## config.mk

```make
export PLATFORM = sky130hd
export DESIGN_NAME = fsr_frame_logic
export DESIGN_NICKNAME = d
export VERILOG_FILES = /design/src/fsr_pkg.sv /design/src/fsr_tick_gen.sv /design/src/fsr_frame_logic.sv
export SDC_FILE = /design/constraint.sdc
export NUM_CORES = 1
export LEC_CHECK = 0
export ABC_AREA = 1
export BUFFER_PORTS_ARGS = -buffer_cell sky130_fd_sc_hd__buf_2
export CELL_PAD_IN_SITES_DETAIL_PLACEMENT = 0
export CELL_PAD_IN_SITES_GLOBAL_PLACEMENT = 2
export CORE_ASPECT_RATIO = 1.1
export CORE_MARGIN = 5
export CORE_UTILIZATION = 36
export DETAILED_ROUTE_END_ITERATION = 10
export GPL_TIMING_DRIVEN = 0
export PLACE_DENSITY_LB_ADDON = 0.1
export RECOVER_POWER = 25
export SYNTH_ARGS = -nofsm -noshare
export SYNTH_HDL_FRONTEND = slang
export SYNTH_HIERARCHICAL = 1
export SYNTH_SLANG_ARGS = --single-unit
```

## constraint.sdc

```tcl
create_clock -name clk_sys -period 3 [get_ports clk_sys]
set_clock_uncertainty 0.05 [all_clocks]
set_input_delay 0.45 -clock clk_sys [delete_from_list [all_inputs] [get_ports clk_sys]]
set_output_delay 0.45 -clock clk_sys [all_outputs]
set_load 0.05 [all_outputs]
```

## src/fsr_pkg.sv

```systemverilog
`default_nettype none
// ==========================================================
// Frame standard recognition constants
package fsr_pkg;

	// Clock and half-line tick
	localparam int CLK_MHZ         = 125;
	localparam int HALF_LINE_US    = 32;
	localparam int LINE_US         = 64;
	localparam int HALF_LINE_CYC   = HALF_LINE_US * CLK_MHZ;
	localparam int TICK_W          = 12;

	// Frame periods, in microseconds and in half-line ticks
	localparam int FRAME50_US      = 20000;
	localparam int FRAME60_US      = 16683;
	localparam int FREE_LONG_US    = 23000;
	localparam int POS_W           = 10;
	localparam logic [9:0] FRAME50_HL   = 10'(FRAME50_US / HALF_LINE_US);
	localparam logic [9:0] FRAME60_HL   = 10'(FRAME60_US / HALF_LINE_US);
	localparam logic [9:0] FREE_LONG_HL = 10'(FREE_LONG_US / HALF_LINE_US);

	// Window half widths and the wide window opening line
	localparam logic [9:0] REG_WIN_HALF = 10'h006;
	localparam logic [9:0] WIDE_LO_LINE = 10'h0fa;

	// Discharge pulse length in half-line ticks
	localparam logic [9:0] DISCH_HL     = 10'h002;

	// Shift register reset values
	localparam logic [1:0] SHR50_RST    = 2'h0;
	localparam logic [2:0] SHR60_RST    = 3'h0;

	// Half-line count of the instant labelled as line x
	function automatic logic [9:0] fsr_line_to_hl(input logic [9:0] x);
		logic [19:0] us;
		us = 20'(LINE_US) * 20'(x - 10'h001) + 20'(HALF_LINE_US);
		return 10'(us / 20'(HALF_LINE_US));
	endfunction

	// Inclusive range test on the half-line position
	function automatic logic fsr_in_range(input logic [9:0] pos,
		input logic [9:0] lo, input logic [9:0] hi);
		return (pos >= lo) && (pos <= hi);
	endfunction

endpackage
`default_nettype wire

```

## src/fsr_tick_gen.sv

```systemverilog
`timescale 1ns/100ps
`default_nettype none
// ==========================================================
// Half-line tick generator
module fsr_tick_gen #(
	parameter int unsigned PERIOD = fsr_pkg::HALF_LINE_CYC
) (
	input  wire logic clk_sys, // System clock
	input  wire logic rst,     // Async reset, active high
	input  wire logic clear,   // Restart the half-line phase
	output logic      tick     // One pulse per half line
);
	import fsr_pkg::*;

	logic [TICK_W-1:0] cnt_r;
	logic [TICK_W-1:0] cnt_nxt;
	logic              tick_nxt;

	// Divider next state
	always_comb begin
		tick_nxt = 1'b0;
		if (clear) begin
			cnt_nxt = '0;
		end else if (cnt_r == TICK_W'(PERIOD - 1)) begin
			cnt_nxt  = '0;
			tick_nxt = 1'b1;
		end else begin
			cnt_nxt = cnt_r + 1'b1;
		end
	end

	// Divider registers
	always_ff @(posedge clk_sys or posedge rst) begin
		if (rst) begin
			cnt_r <= '0;
			tick  <= 1'b0;
		end else begin
			cnt_r <= cnt_nxt;
			tick  <= tick_nxt;
		end
	end
endmodule // fsr_tick_gen
`default_nettype wire

```

## src/fsr_frame_logic.sv

```systemverilog
`timescale 1ns/100ps
`default_nettype none
// ==========================================================
// Function
// - Frame logic runs from one accurate tick every half line, 32 us.
// - All frame periods and intervals come from counting half-line ticks.
// - Line x sits at 64 us times (x-1) plus 32 us after reset.
// - Two shift registers, one per standard, shifted at every frame end; ones come only from in-window pulses.
// - 50 Hz is identified only after two successive in-window pulses.
// - First pulse resets counters; second sets 50 Hz flag one frame later.
// - 50 Hz flag stays clear unless two successive in-window pulses seen.
// - 50 Hz flag narrows the vertical sync window.
// - 60 Hz is identified only after three successive 60 Hz pulses.
// - 60 Hz flag narrows window and sets free-run period on missing pulses.
// - 60 Hz recognition drives the extra slope current enable.
// - Sync acts only at end of scan, firing the sawtooth discharge.
// - The discharge output is driven only by this frame logic.
// - Window stays wide until a standard is identified, then narrows.
// - Without transmission, sync is ignored and frames free-run near 50 Hz.
// - Video-recorder mode keeps the sync window wide.
module fsr_frame_logic #(
	parameter int unsigned HALF_LINE_P = fsr_pkg::HALF_LINE_CYC // Clocks per half line
) (
	input  wire logic clk_sys,              // System clock, 125 MHz
	input  wire logic rst,                  // Async reset, active high
	input  wire logic sync_pulse,           // Frame sync, one cycle
	input  wire logic transmission_present, // High while a signal is received
	input  wire logic vcr_mode,             // Video-recorder mode
	output logic      sawtooth_discharge,   // Sawtooth discharge control
	output logic      fifty_hz_identified,  // 50 Hz standard identified
	output logic      sixty_hz_identified,  // 60 Hz standard identified
	output logic      slope_boost_enable,   // Extra slope current enable
	output logic      window_narrow         // Sync window reduced
);
	import fsr_pkg::*;

	// ==========================================================
	// Half-line tick
	logic tick;
	logic frame_end;

	fsr_tick_gen #(
		.PERIOD(HALF_LINE_P)
	) u_tick (
		.clk_sys(clk_sys),
		.rst    (rst),
		.clear  (frame_end),
		.tick   (tick)
	);

	// ==========================================================
	// Windows and frame end
	logic [9:0] pos_r;
	logic [9:0] pos_nxt;
	logic [1:0] shr50_r;
	logic [1:0] shr50_nxt;
	logic [2:0] shr60_r;
	logic [2:0] shr60_nxt;
	logic       fifty_nxt;
	logic       sixty_nxt;
	logic       narrow_nxt;
	logic       disch_nxt;
	logic       in_w50;
	logic       in_w60;
	logic       in_sync_win;
	logic       sync_accept;
	logic       hit50;
	logic       hit60;
	logic [9:0] free_limit;
	logic [9:0] w50_lo;
	logic [9:0] w50_hi;
	logic [9:0] w60_lo;
	logic [9:0] w60_hi;
	logic [9:0] wide_lo;

	// Window bounds in half-line ticks
	assign w50_lo  = FRAME50_HL - REG_WIN_HALF;
	assign w50_hi  = FRAME50_HL + REG_WIN_HALF;
	assign w60_lo  = FRAME60_HL - REG_WIN_HALF;
	assign w60_hi  = FRAME60_HL + REG_WIN_HALF;
	assign wide_lo = fsr_line_to_hl(WIDE_LO_LINE);

	// Register windows per standard
	assign in_w50 = fsr_in_range(pos_r, w50_lo, w50_hi);
	assign in_w60 = fsr_in_range(pos_r, w60_lo, w60_hi);

	// Sync window: wide unless identified, always wide in VCR mode
	always_comb begin
		if (vcr_mode) begin
			in_sync_win = fsr_in_range(pos_r, wide_lo, FREE_LONG_HL);
		end else if (fifty_hz_identified) begin
			in_sync_win = in_w50;
		end else if (sixty_hz_identified) begin
			in_sync_win = in_w60;
		end else begin
			in_sync_win = fsr_in_range(pos_r, wide_lo, FREE_LONG_HL);
		end
	end

	// Sync accepted only in window and with transmission present
	assign sync_accept = sync_pulse && transmission_present && in_sync_win;
	assign hit50       = sync_accept && in_w50;
	assign hit60       = sync_accept && in_w60;

	// Free-run limit per mode
	always_comb begin
		if (!transmission_present) begin
			free_limit = FRAME50_HL;
		end else if (sixty_hz_identified && !vcr_mode) begin
			free_limit = w60_hi;
		end else begin
			free_limit = FREE_LONG_HL;
		end
	end

	assign frame_end = sync_accept || (pos_r >= free_limit);

	// ==========================================================
	// Frame state next values
	always_comb begin
		pos_nxt    = pos_r;
		shr50_nxt  = shr50_r;
		shr60_nxt  = shr60_r;
		fifty_nxt  = fifty_hz_identified;
		sixty_nxt  = sixty_hz_identified;
		disch_nxt  = sawtooth_discharge;
		if (frame_end) begin
			pos_nxt   = '0;
			shr50_nxt = {shr50_r[0], hit50};
			shr60_nxt = {shr60_r[1:0], hit60};
			fifty_nxt = (shr50_r == 2'h3);
			if (shr60_nxt == 3'h7) begin
				sixty_nxt = 1'b1;
			end else if (shr60_nxt == 3'h0) begin
				sixty_nxt = 1'b0;
			end
			disch_nxt = 1'b1;
		end else if (tick) begin
			if (pos_r < FREE_LONG_HL) begin
				pos_nxt = pos_r + 10'h001;
			end
			if (pos_r >= DISCH_HL - 10'h001) begin
				disch_nxt = 1'b0;
			end
		end
		narrow_nxt = !vcr_mode && (fifty_nxt || sixty_nxt);
	end

	// Frame state registers
	always_ff @(posedge clk_sys or posedge rst) begin
		if (rst) begin
			pos_r               <= '0;
			shr50_r             <= SHR50_RST;
			shr60_r             <= SHR60_RST;
			fifty_hz_identified <= 1'b0;
			sixty_hz_identified <= 1'b0;
			slope_boost_enable  <= 1'b0;
			sawtooth_discharge  <= 1'b0;
			window_narrow       <= 1'b0;
		end else begin
			pos_r               <= pos_nxt;
			shr50_r             <= shr50_nxt;
			shr60_r             <= shr60_nxt;
			fifty_hz_identified <= fifty_nxt;
			sixty_hz_identified <= sixty_nxt;
			slope_boost_enable  <= sixty_nxt;
			sawtooth_discharge  <= disch_nxt;
			window_narrow       <= narrow_nxt;
		end
	end
endmodule // fsr_frame_logic
`default_nettype wire

```

==> results of run 1 <==
-- power by group through the flow --
| stage | combinational [W] | clock [W] | sequential (W) |
|---|---|---|---|
| after floorplan | 0.000279 | 0 | 0.000618 |
| after global placement | 0.000407 | 0 | 0.000585 |
| after detailed placement | 0.000411 | 0 | 0.000584 |
| after CTS | 0.000415 | 0.000441 | 0.000577 |
| after global routing | 0.000463 | 0.000462 | 0.000595 |
| final | 0.000402 | 0.000424 | 0.000575 |
-- worst paths after layout --
kind	from	to	cells after the start
min in group clk_sys	vcr_mode	window_narrow	2
max in group asynchronous	rst	pos_r[5]	2
worst max register to register	slope_boost_enable	u_tick/cnt_r[4]	12
worst min register to register	u_tick/cnt_r[0]	u_tick/cnt_r[0]	1
worst min-delay path	rst	u_tick/cnt_r[9]	2
worst max-delay path	slope_boost_enable	u_tick/cnt_r[4]	12
-- final cells by class --
type	instances	area, um^2
Clock buffer	6	82.6
Timing Repair Buffer	9	43.8
Buffer	2	18.8
Sequential cell	31	776
Tap cell	75	93.8
Multi-Input combinational cell	187	1040
Fill cell	595	3140
Inverter	45	169
Clock inverter	2	35.0
-- registers in the layout, indices dropped and copies added, names as in the netlist --
| name | cells |
|---|---|
| shr50_r | 2 |
| u_tick/cnt_r | 12 |
| slope_boost_enable | 1 |
| fifty_hz_identified | 1 |
| sawtooth_discharge | 1 |
| u_tick/tick | 1 |
| window_narrow | 1 |
| pos_r | 10 |
| shr60_r | 2 |
-- synth_stat cells (3+ instances only) --
cell type	n
nand3_1	16
nand2_2	6
ha_1	13
xor2_1	6
nand2_1	55
o21ai_1	6
inv_2	5
o21ai_0	7
dfrtp_1	31
nor2_1	37
nor3_1	4
nor2_2	3
a21oi_1	10
inv_1	40
nand4_1	6
-- per-layer routing --
layer	global-route usage, %	vias up
met5	0	-
met4	3.69	0
met3	3.16	5
met2	24.0	11
met1	16.6	713
li1	-	879
-- cell families (layout without fill, tap and decap cells) --
kind of cell,after synthesis,count (layout)
AOI/OAI and AO/OA,31,31
DFF,31,31
and+or+nand+nor,137,137
xor gates and xnor gates,6,6
buffers and inverters,47,64
adders and majority gates,13,13
-- per-stage QoR --
| stage | instance area, um^2 | cells | power (W) |
|---|---|---|---|
| after floorplan | 2000 | 265 | 0.000897 |
| after global placement | 2140 | 349 | 0.000992 |
| after detailed placement | 2140 | 349 | 0.000996 |
| after CTS | 2260 | 357 | 0.00143 |
| after global routing | 2260 | 357 | 0.00152 |
| final | 2260 | 357 | 0.00140 |
==> impl_metrics.tcl, run 1 <==
set metrics [dict create \
    status "completed" \
    cts_tree "yes" \
    overflow 0 \
    synthArstFlopShare_pct 100 \
    yosys.area_share.simple_pct 32.5 \
    cp-start-kind "flip-flop" \
    synth_mux_area_share_pct 0 \
    drtIter0Drc 75 \
    fin_crit_ns 2.65 \
    fin_nets 299 \
    numCtsBuffers 5 \
    start_util_pct 37.2 \
    setup_viol 0 \
    wl_met1_um 1970 \
    p_clk_share_pct 30.2 \
    synth_compound_area_share_pct 8.68 \
    insertedDiodeCount 0 \
    clk_latency_ns 0.28 \
    synthesis.area_um2 2000 \
    grt_first_pass_wirelength_um 7460 \
    worst-setup-path-type "flip-flop to flip-flop" \
    tightest_slew_ns 0.704 \
    crit_family "compound AO/OA/AOI/OAI gates" \
    place.gp.congestion 0.766 \
    ant_nets 0 \
    final_common_cell "nand2_1" \
    post_cts_buffers 0 \
    synthToLayoutAreaGrowth_pct 12.7 \
    antenna_found_initial 0 \
    coreArea_um2 5400 \
    netlist.area_leader.share_pct 38.7 \
    grt_pass1_vias 1611 \
    pwr-share-comb_pct 28.7 \
    hold_slack_ns 0.142 \
    synth_top_area_cell "dfrtp_1" \
    mostFrequentLayoutCells "nand2_1 (55), inv_1 (40), nor2_1 (37)" \
    synth.distinct_cells 31 \
    synth_top_family_by_area "simple AND/OR/NAND/NOR gates" \
    cts_sinks 31 \
    swShare_pct 35.4 \
    synth_area_leaders "dfrtp_1 (39%), nand2_1 (10%), ha_1 (8.1%)" \
    p_seq_share_pct 41.1 \
    drc 0 \
    wl_um 4280 \
    grt_usage_pct 13.6 \
    leakagePower_nw 1.16 \
    htreeDepth 2 \
    drv_cap 0 \
    dp_slack_ns 0.131 \
    rsz0062_at_grt "no" \
    synth_xor_area_share_pct 2.62 \
    fin_tns_setup_ns 0 \
    layout_setup_ws_ns 0.355 \
    synthFlopType "dfrtp_1" \
    vias_per_cell 4.50 \
    dp_hpwl_um 3440 \
    root_buffer "clkbuf_8" \
    cp.arrival_ns 2.80 \
    fmax_mhz 378 \
    crit_path_end_kind "flip-flop" \
    io_buffers 9 \
    drtPass1Iterations 4 \
    ys_warn_count 6 \
    min_path_type "input port to asynchronous set/reset pin" \
    internal_power_w 0.000905 \
    max_slew_margin_pct 53.0 \
    pin_count 10 \
    avgSynthCellArea_um2 7.56 \
    synth_fa_ha_area_share_pct 8.11 \
    timing.critical_path.required_ns 3.15 \
    std_cell_rows 28 \
    routed-wl-met3_um 87 \
    yosysSeqAreaShare_pct 38.7 \
    vias 1608 \
    cts_hold_buffers 0 \
    die-area_um2 7160 \
    syn_nets 283 \
    powerDensity_nw_per_um2 620 \
    synth-edff-count 0 \
    cp_num_buf_inv 3 \
    finalCritPeriodShare_pct 88.2 \
    ys_seq_elements 31 \
    slew_viol_final 0 \
    finalCoreUtilization_pct 41.9 \
    path_clk_slew_ns 0.07 \
    path_cells "inv_1 -> o21ai_0 -> ha_1 -> a21oi_1 -> o21a_1 -> nand3_1 -> a21oi_1 -> nand2_4 -> buf_6 -> inv_1 -> o21ai_0 -> a21oi_1" \
    crit_fanout 13 \
    die_h_um 88.3 \
    drive_above_1_share_pct 14.9 \
    wl_met2_um 2170 \
    p_switching_w 0.000496 \
    highest_layer "met4" \
    peakVddDrop_v 0.000515 \
    slowest_delay_ns 0.40 \
    ctsResizeCount 0 \
    grt_max_degree 19 \
    clk_path_buf_depth 2 \
    hold_viol 0 \
    cp_common_cell "a21oi_1" \
    die_w_um 81.1 \
    wl_per_cell_um 12.0 \
    syn_inst 265 \
    r2r_slack_ns 0.35 \
    cpMaxStageDelayCell "dfrtp_1" \
]
Power figures use the tool's default switching activity.
==> run 2: changes to the inputs <==
--- a/config.mk
+++ b/config.mk
@@ -13,3 +13,4 @@
 export CORE_MARGIN = 5
-export CORE_UTILIZATION = 36
+export CORE_UTILIZATION = 37
+export CTS_BUF_LIST = sky130_fd_sc_hd__clkbuf_8
 export DETAILED_ROUTE_END_ITERATION = 10
==> constraint.sdc (replaced) <==
create_clock -name clk_sys -period 3 [get_ports clk_sys]
set_clock_uncertainty 0.05 [all_clocks]
set_input_delay 0.6 -clock clk_sys [delete_from_list [all_inputs] [get_ports clk_sys]]
set_output_delay 0.6 -clock clk_sys [all_outputs]
set_load 0.05 [all_outputs]
==> impl_metrics.tcl, run 2 (synthesized netlist as in run 1, its figures left out) <==
set metrics [dict create \
    clk_path_buf_depth 2 \
    die-area_um2 6990 \
    mostFrequentLayoutCells "nand2_1 (55), inv_1 (40), nor2_1 (37)" \
    start_util_pct 37.6 \
    root_buffer "clkbuf_8" \
    grt_usage_pct 14.8 \
    die_w_um 80.2 \
    grt_pass1_vias 1682 \
    ctsResizeCount 0 \
    hold_viol 0 \
    crit_family "compound AO/OA/AOI/OAI gates" \
    die_h_um 87.2 \
    drtIter0Drc 74 \
    vias 1618 \
    r2r_end "u_tick/cnt_r[5]" \
    numCtsBuffers 5 \
    timing.critical_path.required_ns 3.16 \
    insertedDiodeCount 0 \
    min_path_type "input port to asynchronous set/reset pin" \
    drv_cap 0 \
    rr_worst_depth 13 \
    ant_nets 0 \
    post_cts_buffers 0 \
    path_cells "inv_1 -> o21ai_0 -> ha_1 -> nand2_1 -> nor2_1 -> o211ai_1 -> nand3_1 -> a21oi_1 -> nand2_4 -> buf_6 -> inv_1 -> nand2_2 -> nor2_1" \
    htreeDepth 2 \
    peakVddDrop_v 0.000403 \
    finalCritPeriodShare_pct 88.9 \
    cp.arrival_ns 2.83 \
    reg2reg_from "slope_boost_enable" \
    crit_path_end_kind "flip-flop" \
    leakagePower_nw 1.16 \
    fin_crit_ns 2.67 \
    synthToLayoutAreaGrowth_pct 12.8 \
    fin_tns_setup_ns 0 \
    tightest_slew_ns 0.713 \
    io_buffers 9 \
    drive_above_1_share_pct 15.2 \
    status "completed" \
    wl_per_cell_um 12.5 \
    slew_viol_final 0 \
    worst-setup-path-type "flip-flop to flip-flop" \
    overflow 0 \
    r2r_slack_ns 0.33 \
    regMostFlops "u_tick/cnt_r" \
    dp_hpwl_um 3520 \
    std_cell_rows 28 \
    grt_first_pass_wirelength_um 7870 \
    met3_usage_pct 3.21 \
    path_clk_slew_ns 0.07 \
    drtPass1Iterations 3 \
    pin_count 10 \
    cts_sinks 31 \
    cpMaxStageDelayCell "dfrtp_1" \
    cp_num_buf_inv 3 \
    fill_cells 594 \
    fin_nets 299 \
    rsz0062_at_grt "no" \
    clk_latency_ns 0.28 \
    reg_top3 "u_tick/cnt_r (12), pos_r (10)" \
    wl_um 4460 \
    cts_hold_buffers 0 \
    antenna_found_initial 0 \
    cp-start-kind "flip-flop" \
    final_common_cell "nand2_1" \
    powerDensity_nw_per_um2 624 \
    hold_slack_ns 0.308 \
    vias_per_cell 4.53 \
    cts_tree "yes" \
    drc 0 \
    fmax_mhz 375 \
    slowest_delay_ns 0.40 \
    max_slew_margin_pct 52.4 \
    total_power_w 0.00141 \
    gr-usage-met2_pct 27.0 \
    largest_register_ffs 12 \
    busiest_layer "met2" \
    grt_max_degree 19 \
    crit_fanout 13 \
    place.gp.congestion 0.757 \
    coreArea_um2 5330 \
    grtUsageMet1_pct 17.2 \
    setup_viol 0 \
]
-- run 2: cell count changes in the layout (fill, tap and decap cells not counted), sizes merged --
cell,previous run,this run
clkbuf,7,6
buf,10,11
-- run 2: how the worst max path moves through the flow --
stage	start	to	slack [ns]	depth (start not counted)
detailed placement	vcr_mode	u_tick/cnt_r[5]	0.02	13
global route	slope_boost_enable	u_tick/cnt_r[5]	0.05	13
floorplan	slope_boost_enable	u_tick/cnt_r[4]	0.48	12
finish	slope_boost_enable	u_tick/cnt_r[5]	0.33	13
global placement	vcr_mode	u_tick/cnt_r[5]	0.02	13
CTS	slope_boost_enable	u_tick/cnt_r[5]	0.24	13
-- run 2: stage by stage --
stage               worst slack, ns  cells  area, um^2  util, %
finish                        0.332    357        2260     42.5
global route                 0.0471    357        2260     42.5
CTS                           0.244    357        2260     42.5
detailed placement           0.0179    349        2140     40.2
global placement             0.0215    349        2140     40.2
floorplan                     0.481    265        2000        -
-- run 2: layout make-up --
type                            instances  area [um^2]  area share, %
Sequential cell                        31          776           34.3
Inverter                               45          169           7.47
Timing Repair Buffer                    9         45.0           1.99
Clock buffer                            6         82.6           3.65
Buffer                                  2         18.8          0.830
Tap cell                               75         93.8           4.15
Clock inverter                          2         35.0           1.55
Multi-Input combinational cell        187         1040           46.0
-- run 2: layer usage --
metal / up-vias / wire [um]
li1: 878 / -
met1: 724 / 2010
met2: 11 / 2280
met3: 5 / 110
met4: 0 / 58
met5: - / 0
-- run 2: power by group --
group	internal (W)	leakage [nW]	switching (W)
clock network	0.000269	0.0612	0.000162
logic	0.000134	0.697	0.000266
registers	0.000503	0.406	0.0000762
==> run 3: changes to the inputs <==
CORE_ASPECT_RATIO = default   (was 1.1)
==> impl_metrics.tcl, run 3 (synthesized netlist as in run 1, its figures left out) <==
set metrics [dict create \
    insertedDiodeCount 0 \
    status "completed" \
    crit_family "compound AO/OA/AOI/OAI gates" \
    grt_usage_pct 13.8 \
    max_slew_margin_pct 50.4 \
    fin_nets 299 \
    cts_hold_buffers 0 \
    fin_cells 351 \
    grt_first_pass_wirelength_um 7780 \
    multiInputGateArea_um2 1040 \
    cpMaxStageDelayCell "dfrtp_1" \
    largest_register_ffs 12 \
    pin_count 10 \
    clk_path_buf_depth 2 \
    place.gp.congestion 0.707 \
    overflow 0 \
    slowest_delay_ns 0.40 \
    path_clk_slew_ns 0.07 \
    drtPass1Iterations 4 \
    coreArea_um2 5170 \
    grt_max_degree 19 \
    crit_path_end_kind "flip-flop" \
    hold_viol 0 \
    worst-setup-path-type "flip-flop to flip-flop" \
    rsz0062_at_grt "no" \
    finalCritPeriodShare_pct 87.1 \
    dp_slack_ns 0.0767 \
    layout_setup_ws_ns 0.386 \
    setup_viol 0 \
    vias 1685 \
    die_h_um 83.6 \
    clk_latency_ns 0.29 \
    dp.cells 344 \
    wl_per_cell_um 12.5 \
    die_w_um 83.6 \
    drive_above_1_share_pct 14.9 \
    synthToLayoutAreaGrowth_pct 11.0 \
    fin_tns_setup_ns 0 \
    min_path_type "input port to asynchronous set/reset pin" \
    std_cell_rows 26 \
    final_common_cell "nand2_1" \
    htreeDepth 2 \
    cp-start-kind "flip-flop" \
    fill_cells 537 \
    leakagePower_nw 1.15 \
    wl_um 4380 \
    regMostFlops "u_tick/cnt_r" \
    drv_cap 0 \
    root_buffer "clkbuf_8" \
    powerDensity_nw_per_um2 593 \
    ant_nets 0 \
    io_buffers 9 \
    tightest_slew_ns 0.743 \
    numCtsBuffers 5 \
    cts_sinks 31 \
    fmax_mhz 383 \
    drtIter0Drc 111 \
    slew_viol_final 0 \
    cp_num_buf_inv 3 \
    rr_worst_depth 13 \
    crit_fanout 13 \
    path_cells "inv_1 -> o21ai_0 -> ha_1 -> nand2_1 -> nor2_1 -> o211ai_1 -> nand3_1 -> a21oi_1 -> nand2_4 -> buf_6 -> inv_1 -> o21ai_0 -> a21oi_1" \
    peakVddDrop_v 0.000323 \
    mostFrequentLayoutCells "nand2_1 (55), inv_1 (40), nor2_1 (37)" \
    drc 0 \
    cts_tree "yes" \
    post_cts_buffers 0 \
    start_util_pct 38.8 \
    fin_crit_ns 2.61 \
    antenna_found_initial 0 \
    dp_hpwl_um 3460 \
    cp.depth 13 \
    cp.arrival_ns 2.78 \
    die-area_um2 6990 \
    ctsResizeCount 0 \
    reg_top3 "u_tick/cnt_r (12), pos_r (10)" \
    grt_pass1_vias 1642 \
    vias_per_cell 4.80 \
    timing.critical_path.required_ns 3.16 \
    regArea_um2 776 \
]
[run 3: through the flow]
step	power (W)	hold slack [ns]	util (%)	area, um^2
after floorplan	0.000897	0.401	-	2000
after global placement	0.000992	0.426	41.3	2140
after detailed placement	0.000994	0.426	41.3	2140
after CTS	0.00134	0.307	43.0	2220
after global routing	0.00144	0.323	43.0	2220
final	0.00132	0.290	43.0	2220
[run 3: path summary, 6_finish.rpt]
kind / startpoint / endpoint / slack [ns]
min in group clk_sys: u_tick/cnt_r[0] / u_tick/cnt_r[0] / 0.43
worst min register to register: u_tick/cnt_r[0] / u_tick/cnt_r[0] / 0.43
worst min-delay path: rst / u_tick/cnt_r[8] / 0.29
worst max-delay path: slope_boost_enable / u_tick/cnt_r[4] / 0.39
worst max register to register: slope_boost_enable / u_tick/cnt_r[4] / 0.39
max in group asynchronous: rst / pos_r[4] / 2.03
[run 3: layout make-up]
cell class	count	area share, %
multi-input combinational	187	46.8
clock inverter	1	0.225
timing repair buffer	9	2.02
inverter	45	7.59
buffer	2	0.844
clock buffer	6	3.71
sequential	31	34.9
tap	70	3.94
[run 3: layer usage]
| layer | track usage (%) | up-vias | part of all wire (%) | routed length, um |
|---|---|---|---|---|
| met5 | 0 | - | 0 | 0 |
| met4 | 4.53 | 0 | 1.4 | 61 |
| met3 | 3.85 | 7 | 5.5 | 240 |
| met2 | 21.8 | 36 | 46 | 2010 |
| met1 | 18.2 | 768 | 47 | 2070 |
| li1 | - | 874 | - | - |
[run 3: power by group]
part           leakage (nW)  internal (W)  switching, W  total [W]
logic                 0.697      0.000134      0.000264   0.000398
clock network        0.0470      0.000180      0.000159   0.000339
registers             0.406      0.000503     0.0000789   0.000582
